## config.mk

```make
export PLATFORM = sky130hd
export DESIGN_NAME = prs_core_end_flat
export DESIGN_NICKNAME = d
export VERILOG_FILES = /design/src/rtl/prs_pkg.sv /design/src/rtl/prs_if.sv /design/src/rtl/prs_exit_pulse.sv /design/src/rtl/prs_core_end.sv /design/src/flat_wrapper.sv
export VERILOG_INCLUDE_DIRS = /design/src /design/src/rtl
export SDC_FILE = /design/constraint.sdc
export NUM_CORES = 1
export LEC_CHECK = 0
export ABC_AREA = 1
export BUFFER_PORTS_ARGS = -buffer_cell sky130_fd_sc_hd__buf_4
export CORE_MARGIN = 5
export CORE_UTILIZATION = 51
export DETAILED_ROUTE_END_ITERATION = 10
export GPL_ROUTABILITY_DRIVEN = 0
export PLACE_DENSITY = 0.82
export SLEW_MARGIN = 20
export SYNTH_ARGS = -nofsm -noshare
export SYNTH_HDL_FRONTEND = slang
export SYNTH_HIERARCHICAL = 1
export SYNTH_SLANG_ARGS = --single-unit
export TNS_END_PERCENT = 20
```

## constraint.sdc

```tcl
create_clock -name sys_clk -period 3.7 [get_ports sys_clk]
set_input_delay 0.37 -clock sys_clk [delete_from_list [all_inputs] [get_ports sys_clk]]
set_output_delay 0.37 -clock sys_clk [all_outputs]
set_load 0.05 [all_outputs]
```

## src/rtl/prs_params.svh

```systemverilog
`ifndef PRS_PARAMS_SVH
`define PRS_PARAMS_SVH

// Width of each configuration register bank.
`define PRS_CFG_W 8
// Reset value of the sticky and nonsticky configuration banks.
`define PRS_CFG_RST 8'h00
// Least cycles for which the application holds its resets after an exit pulse.
`define PRS_HOLD_HARD 2
`define PRS_HOLD_SOFT 1
// Width of the hold counter.
`define PRS_CNT_W 2

`endif

```

## src/rtl/prs_pkg.sv

```systemverilog
`default_nettype none

package prs_pkg;

  typedef enum logic [1:0] {
    PRS_HARD,
    PRS_SOFT_X1X4,
    PRS_SOFT_X8
  } prs_variant_t;

  typedef enum logic [3:0] {
    PRS_LTSSM_DETECT,
    PRS_LTSSM_POLLING,
    PRS_LTSSM_CONFIG,
    PRS_LTSSM_L0,
    PRS_LTSSM_L0S,
    PRS_LTSSM_L1,
    PRS_LTSSM_L2_IDLE,
    PRS_LTSSM_RECOVERY,
    PRS_LTSSM_HOT_RESET,
    PRS_LTSSM_DISABLED
  } prs_ltssm_t;

  typedef enum logic {
    PRS_APP_IDLE,
    PRS_APP_HOLD
  } prs_app_state_t;

endpackage

`default_nettype wire

```

## src/rtl/prs_if.sv

```systemverilog
`timescale 1ns/10ps
`default_nettype none

interface prs_if;
  logic por_n;
  logic dp_rst;
  logic cfg_rst;
  logic comb_rst_n;
  logic core_clr_n;
  logic all_clr;
  logic deep_sleep_exit_pulse_n;
  logic hot_reset_exit;
  logic link_down_exit_n;
  logic rx_pll_lock;

  modport core (
    input  por_n,
    input  dp_rst,
    input  cfg_rst,
    input  comb_rst_n,
    input  core_clr_n,
    input  all_clr,
    output deep_sleep_exit_pulse_n,
    output hot_reset_exit,
    output link_down_exit_n,
    output rx_pll_lock
  );

  modport app (
    output por_n,
    output dp_rst,
    output cfg_rst,
    output comb_rst_n,
    output core_clr_n,
    output all_clr,
    input  deep_sleep_exit_pulse_n,
    input  hot_reset_exit,
    input  link_down_exit_n,
    input  rx_pll_lock
  );
endinterface

`default_nettype wire

```

## src/rtl/prs_exit_pulse.sv

```systemverilog
`timescale 1ns/10ps
`default_nettype none

module prs_exit_pulse #(
  parameter bit ACTIVE_LOW = 1'b1
) (
  input  wire logic sys_clk,
  input  wire logic arst,
  input  wire logic clr,
  input  wire logic fire,
  output logic      pulse
);

  logic pulse_d;
  logic pulse_q;

  // The pulse rests at its inactive level and takes the active one for the cycle after fire.
  assign pulse_d = clr ? ACTIVE_LOW : (fire ^ ACTIVE_LOW);

  always_ff @(posedge sys_clk or posedge arst) begin
    if (arst) begin
      pulse_q <= ACTIVE_LOW;
    end else begin
      pulse_q <= pulse_d;
    end
  end

  assign pulse = pulse_q;

endmodule

`default_nettype wire

```

## src/rtl/prs_core_end.sv

```systemverilog
`timescale 1ns/10ps
`default_nettype none
`include "prs_params.svh"


module prs_core_end
  import prs_pkg::*;
#(
  parameter prs_variant_t VARIANT = PRS_HARD
) (
  input  wire logic                  sys_clk,
  input  wire logic                  rst,
  prs_if.core                        lnk,
  input  wire prs_ltssm_t            ltssm_state,
  input  wire logic                  link_control_fsm_up,
  input  wire logic                  pll_lock_raw,
  input  wire logic                  pipe_sim_mode,
  input  wire logic                  cfg_wr_en,
  input  wire logic                  cfg_wr_sticky,
  input  wire logic [`PRS_CFG_W-1:0] cfg_wr_data,
  output logic      [`PRS_CFG_W-1:0] sticky_cfg,
  output logic      [`PRS_CFG_W-1:0] nonsticky_cfg,
  output logic                       core_in_reset
);

  // Variants without split synchronous resets take the combined asynchronous one instead.
  localparam bit SPLIT_RESETS = (VARIANT != PRS_SOFT_X8);

  logic                  por_clr;
  logic                  dp_arst;
  logic                  sticky_clr;
  logic                  pma_clr;
  logic                  dp_clr;
  logic                  cfg_clr;
  logic                  l2_fire;
  logic                  hot_fire;
  logic                  dlup_fire;
  // Decoded conditions and next-state values that feed the clears, the exit detectors, the banks and the flags.
  logic                  comb_clr;
  logic                  split_dp_req;
  logic                  split_cfg_req;
  logic                  prev_in_l2;
  logic                  cur_in_detect;
  logic                  prev_in_hot;
  logic                  cur_in_hot;
  logic                  link_fell;
  logic                  sticky_wr;
  logic                  nonsticky_wr;
  logic                  lock_d;
  logic                  busy_d;
  logic [`PRS_CFG_W-1:0] sticky_d;
  logic [`PRS_CFG_W-1:0] nonsticky_d;

  prs_ltssm_t            ltssm_prev_q;
  logic                  dl_up_prev_q;
  logic                  lock_meta_q;
  logic                  lock_sync_q;
  logic                  lock_q;
  logic [`PRS_CFG_W-1:0] sticky_q;
  logic [`PRS_CFG_W-1:0] nonsticky_q;
  logic                  busy_q;

  // Only the eight-lane soft variant honours the combined reset; the others honour only the split pair.
  assign comb_clr      = ~SPLIT_RESETS & ~lnk.comb_rst_n;
  assign split_dp_req  = SPLIT_RESETS & lnk.dp_rst;
  assign split_cfg_req = SPLIT_RESETS & lnk.cfg_rst;

  assign por_clr    = rst | ~lnk.por_n;
  assign dp_arst    = por_clr | comb_clr;
  assign sticky_clr = ~lnk.core_clr_n | lnk.all_clr;
  assign pma_clr    = lnk.all_clr;
  assign dp_clr     = split_dp_req | sticky_clr;
  assign cfg_clr    = split_cfg_req | sticky_clr;

  // Exit events are transitions seen between the previous and current cycle.
  // A transition seen under a datapath clear is dropped, since the trackers restart then.
  assign prev_in_l2    = (ltssm_prev_q == PRS_LTSSM_L2_IDLE);
  assign cur_in_detect = (ltssm_state == PRS_LTSSM_DETECT);
  assign prev_in_hot   = (ltssm_prev_q == PRS_LTSSM_HOT_RESET);
  assign cur_in_hot    = (ltssm_state == PRS_LTSSM_HOT_RESET);
  assign link_fell     = dl_up_prev_q & ~link_control_fsm_up;

  assign l2_fire   = prev_in_l2 & cur_in_detect & ~dp_clr;
  assign hot_fire  = prev_in_hot & ~cur_in_hot & ~dp_clr;
  assign dlup_fire = link_fell & ~dp_clr;

  assign lock_d = pipe_sim_mode | lock_sync_q;

  // The datapath reset leaves the configuration banks alone; the nonsticky bank has its own clear.
  // A clear in the same cycle as a write wins, so no write survives a clear of its own bank.
  assign sticky_wr    = cfg_wr_en & cfg_wr_sticky;
  assign nonsticky_wr = cfg_wr_en & ~cfg_wr_sticky;
  assign sticky_d     = sticky_clr ? `PRS_CFG_RST : (sticky_wr ? cfg_wr_data : sticky_q);
  assign nonsticky_d  = cfg_clr ? `PRS_CFG_RST : (nonsticky_wr ? cfg_wr_data : nonsticky_q);

  assign busy_d = dp_clr | cfg_clr;

  // Datapath state trackers.
  always_ff @(posedge sys_clk or posedge dp_arst) begin
    if (dp_arst) begin
      ltssm_prev_q <= PRS_LTSSM_DETECT;
      dl_up_prev_q <= 1'b0;
    end else if (dp_clr) begin
      ltssm_prev_q <= PRS_LTSSM_DETECT;
      dl_up_prev_q <= 1'b0;
    end else begin
      ltssm_prev_q <= ltssm_state;
      dl_up_prev_q <= link_control_fsm_up;
    end
  end

  // Sticky bank survives every clear except power-on and the core clears.
  always_ff @(posedge sys_clk or posedge por_clr) begin
    if (por_clr) begin
      sticky_q <= `PRS_CFG_RST;
    end else begin
      sticky_q <= sticky_d;
    end
  end

  always_ff @(posedge sys_clk or posedge dp_arst) begin
    if (dp_arst) begin
      nonsticky_q <= `PRS_CFG_RST;
      busy_q      <= 1'b1;
    end else begin
      nonsticky_q <= nonsticky_d;
      busy_q      <= busy_d;
    end
  end

  // Receiver PLL lock arrives from analog circuitry and is synchronised first.
  always_ff @(posedge sys_clk or posedge por_clr) begin
    if (por_clr) begin
      lock_meta_q <= 1'b0;
      lock_sync_q <= 1'b0;
    end else if (pma_clr) begin
      lock_meta_q <= 1'b0;
      lock_sync_q <= 1'b0;
    end else begin
      lock_meta_q <= pll_lock_raw;
      lock_sync_q <= lock_meta_q;
    end
  end

  // The lock flag has a flop of its own so that the output never comes from a synchroniser stage.
  always_ff @(posedge sys_clk or posedge por_clr) begin
    if (por_clr) begin
      lock_q <= 1'b0;
    end else if (pma_clr) begin
      lock_q <= 1'b0;
    end else begin
      lock_q <= lock_d;
    end
  end

  // Each exit indication is a registered pulse, held at rest while the datapath is cleared.
  prs_exit_pulse #(
    .ACTIVE_LOW (1'b1)
  ) u_deep_sleep_exit_pulse_n (
    .sys_clk (sys_clk),
    .arst    (dp_arst),
    .clr     (dp_clr),
    .fire    (l2_fire),
    .pulse   (lnk.deep_sleep_exit_pulse_n)
  );

  prs_exit_pulse #(
    .ACTIVE_LOW (1'b0)
  ) u_hot_exit (
    .sys_clk (sys_clk),
    .arst    (dp_arst),
    .clr     (dp_clr),
    .fire    (hot_fire),
    .pulse   (lnk.hot_reset_exit)
  );

  prs_exit_pulse #(
    .ACTIVE_LOW (1'b1)
  ) u_dlup_exit (
    .sys_clk (sys_clk),
    .arst    (dp_arst),
    .clr     (dp_clr),
    .fire    (dlup_fire),
    .pulse   (lnk.link_down_exit_n)
  );

  assign lnk.rx_pll_lock = lock_q;
  assign sticky_cfg      = sticky_q;
  assign nonsticky_cfg   = nonsticky_q;
  assign core_in_reset   = busy_q;

endmodule

`default_nettype wire

```

## src/flat_wrapper.sv

```systemverilog
// flat-port wrapper written by rule: the top's interface ports become plain ports
module prs_core_end_flat import prs_pkg::*;
#(
  parameter prs_variant_t VARIANT = PRS_HARD
)
  (sys_clk, rst, ltssm_state, link_control_fsm_up, pll_lock_raw, pipe_sim_mode, cfg_wr_en, cfg_wr_sticky, cfg_wr_data, sticky_cfg, nonsticky_cfg, core_in_reset, lnk_por_n, lnk_dp_rst, lnk_cfg_rst, lnk_comb_rst_n, lnk_core_clr_n, lnk_all_clr, lnk_deep_sleep_exit_pulse_n, lnk_hot_reset_exit, lnk_link_down_exit_n, lnk_rx_pll_lock);
  prs_if lnk_i ();
  input  wire logic sys_clk;
  input  wire logic rst;
  input  wire prs_ltssm_t ltssm_state;
  input  wire logic link_control_fsm_up;
  input  wire logic pll_lock_raw;
  input  wire logic pipe_sim_mode;
  input  wire logic cfg_wr_en;
  input  wire logic cfg_wr_sticky;
  input  wire logic [`PRS_CFG_W-1:0] cfg_wr_data;
  output logic      [`PRS_CFG_W-1:0] sticky_cfg;
  output logic      [`PRS_CFG_W-1:0] nonsticky_cfg;
  output logic core_in_reset;
  input wire logic [$bits(lnk_i.por_n)-1:0] lnk_por_n;
  input wire logic [$bits(lnk_i.dp_rst)-1:0] lnk_dp_rst;
  input wire logic [$bits(lnk_i.cfg_rst)-1:0] lnk_cfg_rst;
  input wire logic [$bits(lnk_i.comb_rst_n)-1:0] lnk_comb_rst_n;
  input wire logic [$bits(lnk_i.core_clr_n)-1:0] lnk_core_clr_n;
  input wire logic [$bits(lnk_i.all_clr)-1:0] lnk_all_clr;
  output wire logic [$bits(lnk_i.deep_sleep_exit_pulse_n)-1:0] lnk_deep_sleep_exit_pulse_n;
  output wire logic [$bits(lnk_i.hot_reset_exit)-1:0] lnk_hot_reset_exit;
  output wire logic [$bits(lnk_i.link_down_exit_n)-1:0] lnk_link_down_exit_n;
  output wire logic [$bits(lnk_i.rx_pll_lock)-1:0] lnk_rx_pll_lock;
  assign lnk_i.por_n = lnk_por_n;
  assign lnk_i.dp_rst = lnk_dp_rst;
  assign lnk_i.cfg_rst = lnk_cfg_rst;
  assign lnk_i.comb_rst_n = lnk_comb_rst_n;
  assign lnk_i.core_clr_n = lnk_core_clr_n;
  assign lnk_i.all_clr = lnk_all_clr;
  assign lnk_deep_sleep_exit_pulse_n = lnk_i.deep_sleep_exit_pulse_n;
  assign lnk_hot_reset_exit = lnk_i.hot_reset_exit;
  assign lnk_link_down_exit_n = lnk_i.link_down_exit_n;
  assign lnk_rx_pll_lock = lnk_i.rx_pll_lock;
  prs_core_end #(.VARIANT(VARIANT)) u_core (.sys_clk(sys_clk), .rst(rst), .lnk(lnk_i), .ltssm_state(ltssm_state), .link_control_fsm_up(link_control_fsm_up), .pll_lock_raw(pll_lock_raw), .pipe_sim_mode(pipe_sim_mode), .cfg_wr_en(cfg_wr_en), .cfg_wr_sticky(cfg_wr_sticky), .cfg_wr_data(cfg_wr_data), .sticky_cfg(sticky_cfg), .nonsticky_cfg(nonsticky_cfg), .core_in_reset(core_in_reset));
endmodule
```

==> results.py <==
metrics = {
    "outcome": {
        "run_status": "finished, final reports clean",
    },
    "clocking": {
        "cts_resized": 0,
        "ctsRootBufferMaster": "clkbuf_4",
        "cts_setup_buffers": 0,
        "clockBufferDepth": 2,
        "cts.clk_slew.worst_paths_ns": 0.15,
        "ctsHoldBuffers": 0,
        "ctsHtreeMaxLevel": 1,
        "insertion_delay_ns": 0.32,
        "cts-buffers-inserted": 3,
        "cts.sinks": 28,
        "cts_tree": "yes",
    },
    "synth": {
        "ys_ff_latch": 28,
        "yosysMostFrequentCell": "nand2_1",
        "yosysUniqueCellTypes": 15,
        "synth_ff_type": "dfrtp_1",
        "syn-num-nets": 166,
        "async_reset_ff_share_pct": 100.0,
        "syn_inst": 141,
        "synth-seq-area-share_pct": 56.64,
        "synth_top_area_share_pct": 50.30,
        "synth_largest_area_cell": "dfrtp_1",
        "synthTopCellsByCount": "nand2_1, dfrtp_1, nor2_1",
        "avgSynthCellArea_um2": 8.821,
        "synth_edf_count": 0,
        "synth_area_um2": 1244,
        "synth_area_leaders": "dfrtp_1, nand2_1, dfstp_2",
        "yosysWarningCount": 6,
    },
    "pwr": {
        "p_leak_nw": 0.9169,
        "total_power_uw": 523.1,
        "ir_worst_vdd_uv": 229.5,
        "power.density_nw_per_um2": 320.1,
    },
    "global_route": {
        "grt_use_met1_pct": 21.87,
        "grtUsageMet2_pct": 30.27,
        "grt_antenna_before_repair": 0,
        "grt_max_degree": 27,
        "track_usage_pct": 17.53,
        "use_met3_pct": 4.575,
        "grt_overflow": 0,
        "first_global_vias": 1079,
        "grt.busiest_layer": "met2",
        "grt_pass1_wl_um": 4678,
    },
    "worst_setup_path": {
        "cp_max_fo": 1,
        "critical_path_buf_inv_count": 1,
        "path_class": "register to output port",
        "cpMaxStageDelayCell": "dfstp_2",
        "start_kind": "register",
        "rrSetupSlack_ns": 2.79,
        "r2r-end": "u_core/u_hot_exit/pulse",
        "reg2regPathDepth": 7,
        "cp_top_family": "flip-flops",
        "endpoint_kind": "output port",
        "cp_cell_sequence": "buf_4",
        "crit_arrival_ns": 1.05,
        "slowest_delay_ns": 0.54,
        "required_ns": 3.33,
        "cp-startpoint": "u_core/u_dlup_exit/pulse",
        "rr_startpoint": "u_core/ltssm_prev_q[2]",
    },
    "timing": {
        "slew_headroom_pct": 78.55,
        "finalMaxSlewViolations": 0,
        "hold_viol_final": 0,
        "fin_ws_ns": 2.284,
        "period_minus_slack_ns": 1.416,
        "finClkSkew_ns": 0.01332,
        "finalCritPeriodShare_pct": 38.28,
        "finalSetupViolations": 0,
        "rsz0062_at_grt": "no",
        "max_freq_mhz": 706.0,
        "worst_slew_pin_slew_ns": 0.3218,
        "finalSetupTns_ns": 0,
    },
    "floorplan": {
        "num_io_pins": 46,
        "core_um2": 2276,
        "start_util_pct": 54.65,
        "rows": 17,
        "die_y_um": 59.38,
        "die_x_um": 59.38,
        "dieArea_um2": 3526,
    },
    "drt": {
        "drt-total-wl_um": 2700,
        "drt_iter0_markers": 29,
        "drtAntennaViolNets": 0,
        "drc": 0,
        "drt-pass1-iter-count": 4,
        "wl_per_cell_um": 12.44,
        "routed-via-count": 1038,
        "vias_per_cell": 4.783,
    },
    "placed_design": {
        "io_buffers": 44,
        "place.detailed.hpwl_um": 2167,
        "pre_cts_ws_ns": 2.550,
    },
    "layout": {
        "areaGrowthSynthToFinish_pct": 31.39,
        "diodes": 0,
        "drive_above_1_share_pct": 38.62,
        "fin_nets": 215,
        "post-route-util_pct": 71.80,
    },
    "flow_run": {
        "cap_violations": 0,
    },
    "hold_path": {
        "hold_class": "input pin to async pin",
    },
}
layout by cell type, fill, tap and decap left out, types with 2 or more instances in the layout:
cell and n:
nand3_1 15, nor2_2 2, nor2_1 19, a21oi_2 7, inv_1 18, buf_4 45, clkbuf_4 3, nand2_4 3
dfrtp_1 25, inv_2 6, dfstp_2 3, nand2_1 38
registers in the layout, indices dropped and copies added, names as in the netlist:
name                                    count
u_core/u_deep_sleep_exit_pulse_n/pulse      1
u_core/lock_meta_q                          1
u_core/nonsticky_cfg                        8
u_core/ltssm_prev_q                         4
u_core/u_hot_exit/pulse                     1
u_core/core_in_reset                        1
u_core/sticky_cfg                           8
u_core/dl_up_prev_q                         1
u_core/u_dlup_exit/pulse                    1
u_core/lock_sync_q                          1
u_core/lnk.rx_pll_lock                      1
power by group:
group          total, mW  internal (mW)  switching (mW)  leakage [nW]
Sequential         0.315          0.313         0.00287         0.373
Clock              0.126         0.0421          0.0834        0.0150
Combinational     0.0821         0.0303          0.0518         0.529
area by class of cell:
class	instances	area, um2
clock buffer	4	26.28
sequential	28	704.4
tap	28	35.03
multi-input combinational	87	434.2
timing repair buffer	45	337.8
fill	180	641.9
inverter	25	96.34
routing by layer:
metal	share of wire, %	wire, um
met3	7.7	207
met2	51	1389
met5	0	0
met1	40	1088
met4	0.56	15
worst max path at each step:
stage                                                        end  slack (ns)  depth (start not counted)
after global placement    u_core/u_deep_sleep_exit_pulse_n/pulse        2.60                          7
final                                       lnk_link_down_exit_n        2.28                          1
after global routing                        lnk_link_down_exit_n        2.24                          1
after floorplan                              u_core/dl_up_prev_q        1.94                          2
after detailed placement  u_core/u_deep_sleep_exit_pulse_n/pulse        2.55                          7
after CTS                                   lnk_link_down_exit_n        2.27                          1
cells by family after synthesis:
logic type             count (synthesis)  synth area share, %
AOI/OAI and AO/OA                      7                4.930
and+or+nand+nor                       80                29.78
DFF                                   28                56.64
buffers and inverters                 26                8.652
stage by stage:
stage | hold slack [ns] | area (um2) | instances
2_1_floorplan | 0.4340 | 1244 | 141
3_3_place_gp | 0.4416 | 1608 | 213
3_5_place_dp | 0.4535 | 1608 | 213
4_1_cts | 0.1186 | 1634 | 217
5_1_grt | 0.1450 | 1634 | 217
6_report | 0.1142 | 1634 | 217
Note: power is estimated with default switching activity, not from simulation.
